## config.mk

```make
export PLATFORM = sky130hd
export DESIGN_NAME = cell_port_target
export DESIGN_NICKNAME = d
export VERILOG_FILES = /design/src/cell_port_pkg.sv /design/src/cell_port_target.sv
export SDC_FILE = /design/constraint.sdc
export NUM_CORES = 1
export LEC_CHECK = 0
export BUFFER_PORTS_ARGS = -buffer_cell sky130_fd_sc_hd__buf_2
export CAP_MARGIN = 20
export CORE_MARGIN = 5
export CORE_UTILIZATION = 50
export DETAILED_ROUTE_END_ITERATION = 10
export PLACE_DENSITY = 0.68
export SLEW_MARGIN = 15
export SYNTH_ARGS = -nofsm -noshare
export SYNTH_HDL_FRONTEND = slang
export SYNTH_SLANG_ARGS = --single-unit
```

## constraint.sdc

```tcl
create_clock -name clock -period 2.6 [get_ports clock]
set_input_delay 0.52 -clock clock [delete_from_list [all_inputs] [get_ports clock]]
set_output_delay 0.52 -clock clock [all_outputs]
set_load 0.05 [all_outputs]
```

## src/cell_port_pkg.sv

```systemverilog
// constants and types for the cell port target
`default_nettype none
package cell_port_pkg;
    // register bus
    localparam int AXI_ADDR_W = 8;
    localparam logic [7:0] CTRL_OFFSET = 8'h00;
    localparam logic [7:0] STATUS_OFFSET = 8'h04;
    localparam logic [7:0] CELLS_OFFSET = 8'h08;
    localparam logic [7:0] PACKETS_OFFSET = 8'h0c;
    localparam logic [7:0] TIMING_OFFSET = 8'h10;
    localparam logic [7:0] LOCKS_OFFSET = 8'h14;
    localparam logic [1:0] AXI_OKAY = 2'h0;
    localparam logic [1:0] AXI_SLVERR = 2'h2;
    // control fields
    localparam int CTRL_ACK_BIT = 0;
    localparam int CTRL_ERR_LSB = 1;
    localparam logic CTRL_ACK_RESET = 1'b1;
    localparam logic [1:0] CTRL_ERR_RESET = 2'h0;
    // status fields
    localparam int STAT_MIDPKT_BIT = 0;
    localparam int STAT_RSPPEND_BIT = 1;
    localparam int STAT_LOCKED_BIT = 2;
    // timing register fields
    localparam int TIMING_ACK_LSB = 16;
    localparam logic [15:0] TIME_SATURATE = 16'hffff;
    // operation codes on the request channel
    typedef enum logic [1:0] {
        OP_NOP = 2'h0,
        OP_READ = 2'h1,
        OP_WRITE = 2'h2,
        OP_LOCKREAD = 2'h3
    } op_type;
    // response error codes
    typedef enum logic [1:0] {
        ERR_NONE = 2'h0,
        ERR_GENERAL = 2'h1,
        ERR_BADDATA = 2'h2,
        ERR_ABORT = 2'h3
    } rsp_error_type;
endpackage
`default_nettype wire

```

## src/cell_port_target.sv

```systemverilog
// target end of the split packet cell port with an axi4-lite control slave
//
// Overview of operation
// - valid delay counts valid-low cycles between transfers
// - acknowledge delay counts valid-high cycles before acknowledge
// - one request packet, then one response packet
// - end-of-packet set only in final cell
// - either side stalls; cell moves on handshake
// - responses keep packet order and cell count
// - request and response channels fully independent; here cmdAck waits for a free response slot
// - everything sampled on rising edge, handshakes always
// - cell contents taken only while valid high
// - random mode locks first address; others all
// - target answers success or whole-packet general error; here an out-of-range cell gets a general error on that cell only
// - target may answer bad data or abort
// - cell may complete in its first valid cycle
// - response cells carry data, error and end flag
// - zero delays move one cell per edge
// - raised valid held with stable cell until transfer
//
// The AXI4-Lite register port and the register addresses were left to the implementer.
`default_nettype none
module cell_port_target
    import cell_port_pkg::*;
#(
    parameter int ADDR_W = 32,
    parameter int PLEN_W = 9,
    parameter int CLEN_W = 8,
    parameter int MEM_DEPTH = 16
) (
    // clock and reset
    input wire logic clock,
    input wire logic resetn,
    // request channel
    input wire logic cmdVal,
    output logic cmdAck,
    input wire logic [ADDR_W-1:0] cmdAddress,
    input wire logic [3:0] cmdBe,
    input wire logic [1:0] cmdOp,
    input wire logic cmdContig,
    input wire logic cmdWrap,
    input wire logic cmdConst,
    input wire logic [PLEN_W-1:0] cmdPlen,
    input wire logic cmdEop,
    input wire logic [31:0] cmdWdata,
    input wire logic [CLEN_W-1:0] cmdClen,
    input wire logic cmdCfixed,
    // response channel
    output logic rspVal,
    input wire logic rspAck,
    output logic [31:0] rspData,
    output logic rspEop,
    output logic [1:0] rspError,
    // axi4-lite write address
    input wire logic awvalid,
    output logic awready,
    input wire logic [AXI_ADDR_W-1:0] awaddr,
    input wire logic [2:0] awprot,
    // axi4-lite write data
    input wire logic wvalid,
    output logic wready,
    input wire logic [31:0] wdata,
    input wire logic [3:0] wstrb,
    // axi4-lite write response
    output logic bvalid,
    input wire logic bready,
    output logic [1:0] bresp,
    // axi4-lite read address
    input wire logic arvalid,
    output logic arready,
    input wire logic [AXI_ADDR_W-1:0] araddr,
    input wire logic [2:0] arprot,
    // axi4-lite read data
    output logic rvalid,
    input wire logic rready,
    output logic [31:0] rdata,
    output logic [1:0] rresp
);
    localparam int IDX_W = $clog2(MEM_DEPTH);

    if (MEM_DEPTH < 2 || MEM_DEPTH > 32 || (1 << IDX_W) != MEM_DEPTH || ADDR_W < IDX_W + 3) begin : g_check
        $error("cell_port_target: MEM_DEPTH must be a power of two from 2 to 32");
    end

    logic ackEnable_ff;
    logic [1:0] errMode_ff;
    logic firstCell_ff;
    logic [1:0] pktErr_ff;
    logic rspVal_ff;
    logic [31:0] rspData_ff;
    logic rspEop_ff;
    logic [1:0] rspError_ff;
    logic [31:0] mem_ff [MEM_DEPTH];
    logic [MEM_DEPTH-1:0] locks_ff;
    logic [31:0] cells_ff;
    logic [31:0] packets_ff;
    logic [15:0] valCnt_ff;
    logic [15:0] ackCnt_ff;
    logic [15:0] lastVal_ff;
    logic [15:0] lastAck_ff;
    logic awHeld_ff;
    logic [AXI_ADDR_W-1:0] awAddr_ff;
    logic wHeld_ff;
    logic [31:0] wData_ff;
    logic [3:0] wStrb_ff;
    logic bvalid_ff;
    logic [1:0] bresp_ff;
    logic rvalid_ff;
    logic [31:0] rdata_ff;
    logic [1:0] rresp_ff;

    logic cellTaken;
    logic inRange;
    logic [IDX_W-1:0] cellIdx;
    logic [1:0] pktMode;
    logic [1:0] cellErr;
    logic lockScope;
    logic doAxiWrite;
    logic [31:0] readWord;
    logic readHit;
    logic [31:0] lockWord;

    // request side: acknowledge only when the response slot frees this edge,
    // so cell order and count carry straight through with no queue
    assign cmdAck = ackEnable_ff && (!rspVal_ff || rspAck);
    assign cellTaken = cmdVal && cmdAck;

    assign cellIdx = cmdAddress[IDX_W+1:2];
    assign inRange = (cmdAddress[ADDR_W-1:IDX_W+2] == '0);
    // error mode is fixed at the first cell so a whole packet answers alike
    assign pktMode = firstCell_ff ? errMode_ff : pktErr_ff;

    always_comb begin
        if (pktMode != ERR_NONE) begin
            cellErr = pktMode;
        end else if (!inRange && cmdOp != OP_NOP) begin
            cellErr = ERR_GENERAL;
        end else begin
            cellErr = ERR_NONE;
        end
    end

    // random addressing only touches the lock of the first cell
    assign lockScope = firstCell_ff || cmdContig || cmdConst;

    // packet framing
    always_ff @(posedge clock or negedge resetn) begin
        if (!resetn) begin
            firstCell_ff <= 1'b1;
            pktErr_ff <= ERR_NONE;
        end else if (cellTaken) begin
            firstCell_ff <= cmdEop;
            pktErr_ff <= pktMode;
        end
    end

    // response cell register, one per accepted request cell
    always_ff @(posedge clock or negedge resetn) begin
        if (!resetn) begin
            rspVal_ff <= 1'b0;
            rspData_ff <= 32'h0;
            rspEop_ff <= 1'b0;
            rspError_ff <= ERR_NONE;
        end else if (cellTaken) begin
            rspVal_ff <= 1'b1;
            rspEop_ff <= cmdEop;
            rspError_ff <= cellErr;
            // data is only meaningful on successful reads
            if ((cmdOp == OP_READ || cmdOp == OP_LOCKREAD) && cellErr == ERR_NONE) begin
                rspData_ff <= mem_ff[cellIdx];
            end else begin
                rspData_ff <= 32'h0;
            end
        end else if (rspAck) begin
            rspVal_ff <= 1'b0;
        end
    end

    assign rspVal = rspVal_ff;
    assign rspData = rspData_ff;
    assign rspEop = rspEop_ff;
    assign rspError = rspError_ff;

    // storage; failed cells leave it untouched
    always_ff @(posedge clock or negedge resetn) begin
        if (!resetn) begin
            for (int i = 0; i < MEM_DEPTH; i++) begin
                mem_ff[i] <= 32'h0;
            end
        end else if (cellTaken && cmdOp == OP_WRITE && cellErr == ERR_NONE) begin
            for (int b = 0; b < 4; b++) begin
                if (cmdBe[b]) begin
                    mem_ff[cellIdx][8*b +: 8] <= cmdWdata[8*b +: 8];
                end
            end
        end
    end

    // lock bookkeeping
    always_ff @(posedge clock or negedge resetn) begin
        if (!resetn) begin
            locks_ff <= '0;
        end else if (cellTaken && cellErr == ERR_NONE && lockScope) begin
            if (cmdOp == OP_LOCKREAD) begin
                locks_ff[cellIdx] <= 1'b1;
            end else if (cmdOp == OP_WRITE) begin
                locks_ff[cellIdx] <= 1'b0;
            end
        end
    end

    // handshake delay measurement on the request channel
    always_ff @(posedge clock or negedge resetn) begin
        if (!resetn) begin
            valCnt_ff <= 16'h0;
            ackCnt_ff <= 16'h0;
            lastVal_ff <= 16'h0;
            lastAck_ff <= 16'h0;
        end else if (cellTaken) begin
            lastVal_ff <= valCnt_ff;
            lastAck_ff <= ackCnt_ff;
            valCnt_ff <= 16'h0;
            ackCnt_ff <= 16'h0;
        end else if (!cmdVal) begin
            if (valCnt_ff != TIME_SATURATE) begin
                valCnt_ff <= valCnt_ff + 16'h1;
            end
        end else if (ackCnt_ff != TIME_SATURATE) begin
            ackCnt_ff <= ackCnt_ff + 16'h1;
        end
    end

    // traffic counters
    always_ff @(posedge clock or negedge resetn) begin
        if (!resetn) begin
            cells_ff <= 32'h0;
            packets_ff <= 32'h0;
        end else if (cellTaken) begin
            cells_ff <= cells_ff + 32'h1;
            if (cmdEop) begin
                packets_ff <= packets_ff + 32'h1;
            end
        end
    end

    // axi write path: address and data taken independently, committed together
    assign awready = !awHeld_ff && !bvalid_ff;
    assign wready = !wHeld_ff && !bvalid_ff;
    assign doAxiWrite = awHeld_ff && wHeld_ff;

    always_ff @(posedge clock or negedge resetn) begin
        if (!resetn) begin
            awHeld_ff <= 1'b0;
            awAddr_ff <= '0;
        end else if (awvalid && awready) begin
            awHeld_ff <= 1'b1;
            awAddr_ff <= awaddr;
        end else if (doAxiWrite) begin
            awHeld_ff <= 1'b0;
        end
    end

    always_ff @(posedge clock or negedge resetn) begin
        if (!resetn) begin
            wHeld_ff <= 1'b0;
            wData_ff <= 32'h0;
            wStrb_ff <= 4'h0;
        end else if (wvalid && wready) begin
            wHeld_ff <= 1'b1;
            wData_ff <= wdata;
            wStrb_ff <= wstrb;
        end else if (doAxiWrite) begin
            wHeld_ff <= 1'b0;
        end
    end

    always_ff @(posedge clock or negedge resetn) begin
        if (!resetn) begin
            ackEnable_ff <= CTRL_ACK_RESET;
            errMode_ff <= CTRL_ERR_RESET;
        end else if (doAxiWrite && {awAddr_ff[7:2], 2'b00} == CTRL_OFFSET && wStrb_ff[0]) begin
            ackEnable_ff <= wData_ff[CTRL_ACK_BIT];
            errMode_ff <= wData_ff[CTRL_ERR_LSB +: 2];
        end
    end

    always_ff @(posedge clock or negedge resetn) begin
        if (!resetn) begin
            bvalid_ff <= 1'b0;
            bresp_ff <= AXI_OKAY;
        end else if (doAxiWrite) begin
            bvalid_ff <= 1'b1;
            // read-only registers ignore writes quietly; holes answer slverr
            case ({awAddr_ff[7:2], 2'b00})
                CTRL_OFFSET, STATUS_OFFSET, CELLS_OFFSET, PACKETS_OFFSET, TIMING_OFFSET, LOCKS_OFFSET: begin
                    bresp_ff <= AXI_OKAY;
                end
                default: begin
                    bresp_ff <= AXI_SLVERR;
                end
            endcase
        end else if (bready) begin
            bvalid_ff <= 1'b0;
        end
    end

    assign bvalid = bvalid_ff;
    assign bresp = bresp_ff;

    // axi read path
    always_comb begin
        lockWord = 32'h0;
        lockWord[MEM_DEPTH-1:0] = locks_ff;
    end

    always_comb begin
        readWord = 32'h0;
        readHit = 1'b1;
        case ({araddr[7:2], 2'b00})
            CTRL_OFFSET: begin
                readWord[CTRL_ACK_BIT] = ackEnable_ff;
                readWord[CTRL_ERR_LSB +: 2] = errMode_ff;
            end
            STATUS_OFFSET: begin
                readWord[STAT_MIDPKT_BIT] = !firstCell_ff;
                readWord[STAT_RSPPEND_BIT] = rspVal_ff;
                readWord[STAT_LOCKED_BIT] = |locks_ff;
            end
            CELLS_OFFSET: begin
                readWord = cells_ff;
            end
            PACKETS_OFFSET: begin
                readWord = packets_ff;
            end
            TIMING_OFFSET: begin
                readWord = {lastAck_ff, lastVal_ff};
            end
            LOCKS_OFFSET: begin
                readWord = lockWord;
            end
            default: begin
                readHit = 1'b0;
            end
        endcase
    end

    assign arready = !rvalid_ff;

    always_ff @(posedge clock or negedge resetn) begin
        if (!resetn) begin
            rvalid_ff <= 1'b0;
            rdata_ff <= 32'h0;
            rresp_ff <= AXI_OKAY;
        end else if (arvalid && arready) begin
            rvalid_ff <= 1'b1;
            rdata_ff <= readWord;
            rresp_ff <= readHit ? AXI_OKAY : AXI_SLVERR;
        end else if (rready) begin
            rvalid_ff <= 1'b0;
        end
    end

    assign rvalid = rvalid_ff;
    assign rdata = rdata_ff;
    assign rresp = rresp_ff;
endmodule
`default_nettype wire

```

# [Yosys cells after proc, flatten, opt, wreduce, memory -nomap -nowiden]
# Cells that the tools add are included.
[totals] reg_bits=750 input_bits=159
[op_classes] add_sub_neg=4 order_cmp=4 eq_ne=16 mux=50 n_bitwise=4 reduce_logical=51
[op_table] operator="512-bit 2-to-1 mux" count=7
[op_table] operator="512-bit bitwise mux" count=4
[op_table] operator="32-bit demux with 4-bit select" count=4
[op_table] operator="16-bit 2-to-1 mux" count=9
[op_table] operator="32-bit binary-select mux with 4-bit select" count=1
[op_table] operator="32-bit 2-to-1 mux" count=4
[op_table] operator="29-bit one-hot mux with 4 select lines" count=1
[op_table] operator="32-bit by 1-bit adder with 32-bit output (second input constant)" count=2
[op_table] operator="16-bit by 1-bit adder with 16-bit output (second input constant)" count=2
[op_table] operator="16-bit inequality test (second input constant)" count=2
[op_table] operator="26-bit zero test" count=1
[op_table] operator="6-bit by 2-bit equality test with 1-bit output (second input constant)" count=4
[op_table] operator="6-bit by 3-bit equality test with 1-bit output (second input constant)" count=4
[op_table] operator="24-bit 2-to-1 mux" count=1
[op_table] operator="2-bit nonzero test" count=11
[op_table] operator="1-bit logical AND" count=18
[op_table] operator="3-bit one-hot mux with 6 select lines" count=1
[op_table] operator="16-bit bitwise AND" count=1
[op_table] operator="16-bit NOT" count=1
[op_table] operator="16-bit OR" count=1
[op_table] operator="16-bit OR reduction" count=1
[op_table] operator="6-bit by 1-bit equality test with 1-bit output (second input constant)" count=2
[op_table] operator="6-bit zero test" count=2
[op_table] operator="1-bit 2-to-1 mux" count=12
[op_table] operator="16 further kinds" count=33

# [Depth between registers and ports, before layout]
[logic_depth] ltp_word=16 depth_mapped=8

# [Worst setup path before layout]
# Ideal clock, no wire load.
[synth_timing] path_kind="input to register" from="in cmdAddress[3]" to="reg rspData_ff[6] (netlist: rspData[6])" t_arrival_ps=2359 path_slack_ps=119 path_stages=7 path_buffers=3 cell_sequence="buf_2 clkbuf_1 buf_1 mux2i_1 nor2_1 or4_1 a32o_1"
[synth_via] elab_chain_cells=5
[synth_lines] item="start: declaration" line_no="cell_port_target.sv:37" rtl="input wire logic [ADDR_W-1:0] cmdAddress,"
[synth_lines] item="4-bit NOT with 5-bit output (not written as such)" line_no="cell_port_target.sv:170" rtl="rspData_ff <= mem_ff[cellIdx];"
[synth_lines] item="32-bit binary-select mux with 4-bit select" line_no="cell_port_target.sv:170"
[synth_lines] item="32-bit 2-to-1 mux (not written as such) (2 in series)" line_no="cell_port_target.sv:170"
[synth_lines] item="32-bit 2-to-1 mux" line_no="cell_port_target.sv:169" rtl="if ((cmdOp == OP_READ || cmdOp == OP_LOCKREAD) && cellErr == ERR_NONE) begin"
[synth_lines] item="end signal: assignment" line_no="cell_port_target.sv:170"
[synth_lines] item="end: declaration" line_no="cell_port_target.sv:90" rtl="logic [31:0] rspData_ff;"
# Every way passes these cells. The select of a mux whose other input is x is not followed.
# A chain may end at the register's enable or synchronous reset.

# [Final worst setup path]
[layout_timing] from="reg firstCell_ff" to="reg mem_ff[47] in the netlist's numbering"
[layout_via] elab_chain_cells=5
[layout_lines] item="start: declaration" line_no="cell_port_target.sv:87" rtl="logic firstCell_ff;"
[layout_lines] item="start signal: assignment" line_no="cell_port_target.sv:152" rtl="firstCell_ff <= cmdEop;"
[layout_lines] item="2-bit 2-to-1 mux *" line_no="cell_port_target.sv:131" rtl="assign pktMode = firstCell_ff ? errMode_ff : pktErr_ff;"
[layout_lines] item="2-bit nonzero test" line_no="cell_port_target.sv:134" rtl="if (pktMode != ERR_NONE) begin"
[layout_lines] item="2-bit 2-to-1 mux *" line_no="cell_port_target.sv:134"
[layout_lines] item="2-bit zero test *" line_no="cell_port_target.sv:190" rtl="end else if (cellTaken && cmdOp == OP_WRITE && cellErr == ERR_NONE) begin"
[layout_lines] item="1-bit logical AND *" line_no="cell_port_target.sv:190"
[layout_lines] item="end signal: indexed assignment" line_no="cell_port_target.sv:193" rtl="mem_ff[cellIdx][8*b +: 8] <= cmdWdata[8*b +: 8];"
[layout_lines] item="end: declaration" line_no="cell_port_target.sv:93" rtl="logic [31:0] mem_ff [MEM_DEPTH];"
# Every way passes the cells marked *; elsewhere a longest branch is shown, timed or not.

==> impl_metrics.yaml <==
status:
  status: "finished, final reports clean"
floorplan:
  initial_core_util: 0.5031
  io_pins: 237
  die_h_um: 272.2
  core.rowCount: 96
  floorplan.die.width_um: 272.2
  dieArea_sq_um: 74110
  coreArea_sq_um: 68350
critical_path:
  worstPathMaxFanout: 8
  reg2reg_depth: 6
  r2r-end: "mem_ff[47]"
  critPathMaxStageDelay_ns: 0.62
  cp-start-kind: "register"
  critPathKind: "reg2reg"
  r2r_start: "firstCell_ff"
  path_cells: "mux2i_4 -> nand4_2 -> or3_1 -> buf_4 -> nor2_8 -> mux2_2"
  r2r_slack_ns: 0.04
  crit_arrival_ns: 3.06
  worstPathRequired_ns: 3.10
  cp-end-kind: "register"
  cp_slowest_cell: "dfstp_2"
timing:
  drv_slew: 0
  rsz0062_at_grt: "yes"
  worst_pin_slew_ns: 0.6881
  setup_violations: 0
  period_share: 0.9835
  holdWs_ns: 0.09596
  fin_crit_ns: 2.557
  max_freq_ghz: 0.3911
  hold_viol: 0
  slew_headroom: 0.5412
  finClkSkew_ns: 0.02558
clocking:
  cts_tree: "built"
  clkTransAtPathRegs_ns: 0.06
  ctsHtreeMaxLevel: 3
  clk_latency_ns: 0.63
  cts_root_buf: "clkbuf_16"
  cts_num_sinks: 746
  cts_buffers: 81
  clockBufferDepth: 3
hold_path:
  hold_path.startpoint: "rready"
  hold_path_class: "in2reg"
  min_path_cells: 2
  holdPathEnd: "rvalid"
placed_design:
  placement.cell_area_sq_um: 37350
  dp_hpwl_mm: 58.59
  place_inst: 3706
  portBuffers: 171
  gp_congestion: 0.8911
power_and_ir_drop:
  leakagePower_uw: 0.01978
  seqPwrFrac: 0.480
  fin_total_pwr_uw: 25970
  combinationalPowerShare: 0.091
  ir_worst_vdd_mv: 0.4661
  switching_share: 0.2549
  clockPowerShare: 0.429
  p_int_uw: 19350
  p_sw_uw: 6619
  power_per_cell_area_nw_per_um2: 647.0
layout:
  fin_util: 0.5873
  finish.instance_area_sq_um: 40140
  final_common_cell: "dfrtp_1"
  fillers: 5344
  seq_area_sq_um: 18670
  multi_input_area_sq_um: 15140
  nNetsFinal: 3078
  mostFrequentLayoutCells: "dfrtp_1 (744), mux2_2 (485), nand2_1 (255), mux2i_1 (197), buf_2 (168)"
  final_cells: 3860
  area_growth_pct: 16.74
  drive_above_1_share: 0.3561
yosys:
  synth_enable_flop_cells: 0
  synth_seq_area_share: 0.5430
  synth_ff_type: "dfrtp_1"
  avgSynthCellArea_sq_um: 12.89
  netlist_area_sq_um: 34380
  async_flop_share: 1.000
  synthCells: 2667
  yosysUniqueCellTypes: 65
  yosys_warnings: 0
  ys_seq_elements: 746
detailed_routing:
  ant_nets: 0
  vias: 22780
  routedWlPerCell_um: 22.14
  drc: 0
  wirelength_mm: 85.46
  drt_iter0_drc: 1709
  vias_per_cell: 5.901
  firstDrtPassIters: 5
global_route:
  global_route.overflow_total: 0
  grt_pass1_wl_mm: 135.5
  antenna_found_initial: 6
  grt_usage: 0.2296
  grt_max_degree: 111
  grt_pass1_vias: 23990
job:
  maxCapViolCount: 0
==> timing repair <==
action	in CTS	in global routing
hold buffers	1	0
hold endpoints to repair	40	0
setup buffers	5	2
endpoints found under the setup margin	99	248
resized for setup	5	10
pin swaps	5	3
==> kinds of logic (layout without fill, tap and decap cells) <==
group | count (synthesis) | in the layout | synth area share
muxes | 790 | 790 | 0.2725
buffers and inverters | 163 | 469 | 0.01921
xor gates and xnor gates | 78 | 78 | 0.01987
and+or+nand+nor | 664 | 664 | 0.1004
DFF | 746 | 746 | 0.5430
adders and majority gates | 4 | 4 | 0.001456
other | 1 | 6 | 0.0001091
AOI/OAI and AO/OA | 221 | 221 | 0.04349
==> state kept, by name (all words and copies together), names as in the netlist, 2 cells and up, named ones only <==
| name | flops |
|---|---|
| ackCnt_ff | 16 |
| awAddr_ff | 6 |
| cells_ff | 32 |
| errMode_ff | 2 |
| lastAck_ff | 16 |
| lastVal_ff | 16 |
| mem_ff | 512 |
| packets_ff | 32 |
| pktErr_ff | 2 |
| rdata | 32 |
| rspData | 32 |
| rspError | 2 |
| valCnt_ff | 16 |
| wData_ff | 3 |
==> per-layer routing <==
metal | vias up | track usage | wire length, um
met5 | - | 0 | 27
met4 | 4 | 0.07231 | 2415
met3 | 160 | 0.04290 | 4247
met2 | 564 | 0.3828 | 42470
met1 | 11850 | 0.3080 | 36290
li1 | 10200 | - | -
==> synthesized netlist by cell type (17+ instances only) <==
cell      count  area, sq um
dfrtp_1     744        18620
mux2_2      485         5461
nand2_1     266        998.5
mux2i_1     199         1992
nor2_1      134        503.0
clkbuf_1    103        386.6
mux4_2       64         1441
xnor2_1      60        525.5
o21ai_0      52        260.3
nand3_1      46        230.2
mux2_1       42        473.0
o22ai_1      40        250.2
a21oi_1      37        185.2
nand4_1      33        206.5
or4_1        33        247.7
a32o_1       32        320.3
and3_1       24        150.1
buf_1        24        90.09
buf_2        23        115.1
nor2_4       21        236.5
xor2_1       18        157.7
nor3_1       17        85.08
==> final cells by class <==
cell class	count	share of cell area
antenna	4	0.0002494
clock buffer	120	0.05895
clock inverter	22	0.005518
inverter	7	0.0006546
multi-input combinational	1759	0.3772
sequential	746	0.4652
tap	882	0.02749
timing repair buffer	320	0.06478
==> worst max-delay path, delay by kind of cell, from the launching register on <==
kind / cells / cell delay [ns]
AND/OR/NAND/NOR: 3 / 0.94
multiplexers: 2 / 0.66
flip-flops: 1 / 0.62
buffers and inverters: 1 / 0.22
==> worst max-delay path by stage <==
stage | start | endpoint | slack (ns) | cells after the start
2_1_floorplan | cmdAddress[3] | rspData[6] | 0.12 | 7
3_3_place_gp | firstCell_ff | mem_ff[299] | -0.0002 | 6
3_5_place_dp | firstCell_ff | mem_ff[299] | -0.13 | 6
4_1_cts | firstCell_ff | mem_ff[296] | -0.08 | 6
5_1_grt | firstCell_ff | mem_ff[47] | -0.007 | 6
6_report | firstCell_ff | mem_ff[47] | 0.04 | 6
==> stage by stage <==
step | TNS [ns] | worst slack, ns
detailed placement | -5.395 | -0.1275
finish | 0 | 0.04288
floorplan | 0 | 0.1191
global route | -0.007421 | -0.007421
global placement | -0.0001776 | -0.0001776
CTS | -1.668 | -0.08445
==> power by group through the flow <==
stage	clock, uW	sequential (uW)	combinational [uW]
6_report	11100	12500	2370
5_1_grt	11900	12500	2600
4_1_cts	11400	12400	2370
3_5_place_dp	0	12600	2360
3_3_place_gp	0	12600	2290
2_1_floorplan	0	12600	1290
No activity file was read; power rests on OpenSTA's default activity.
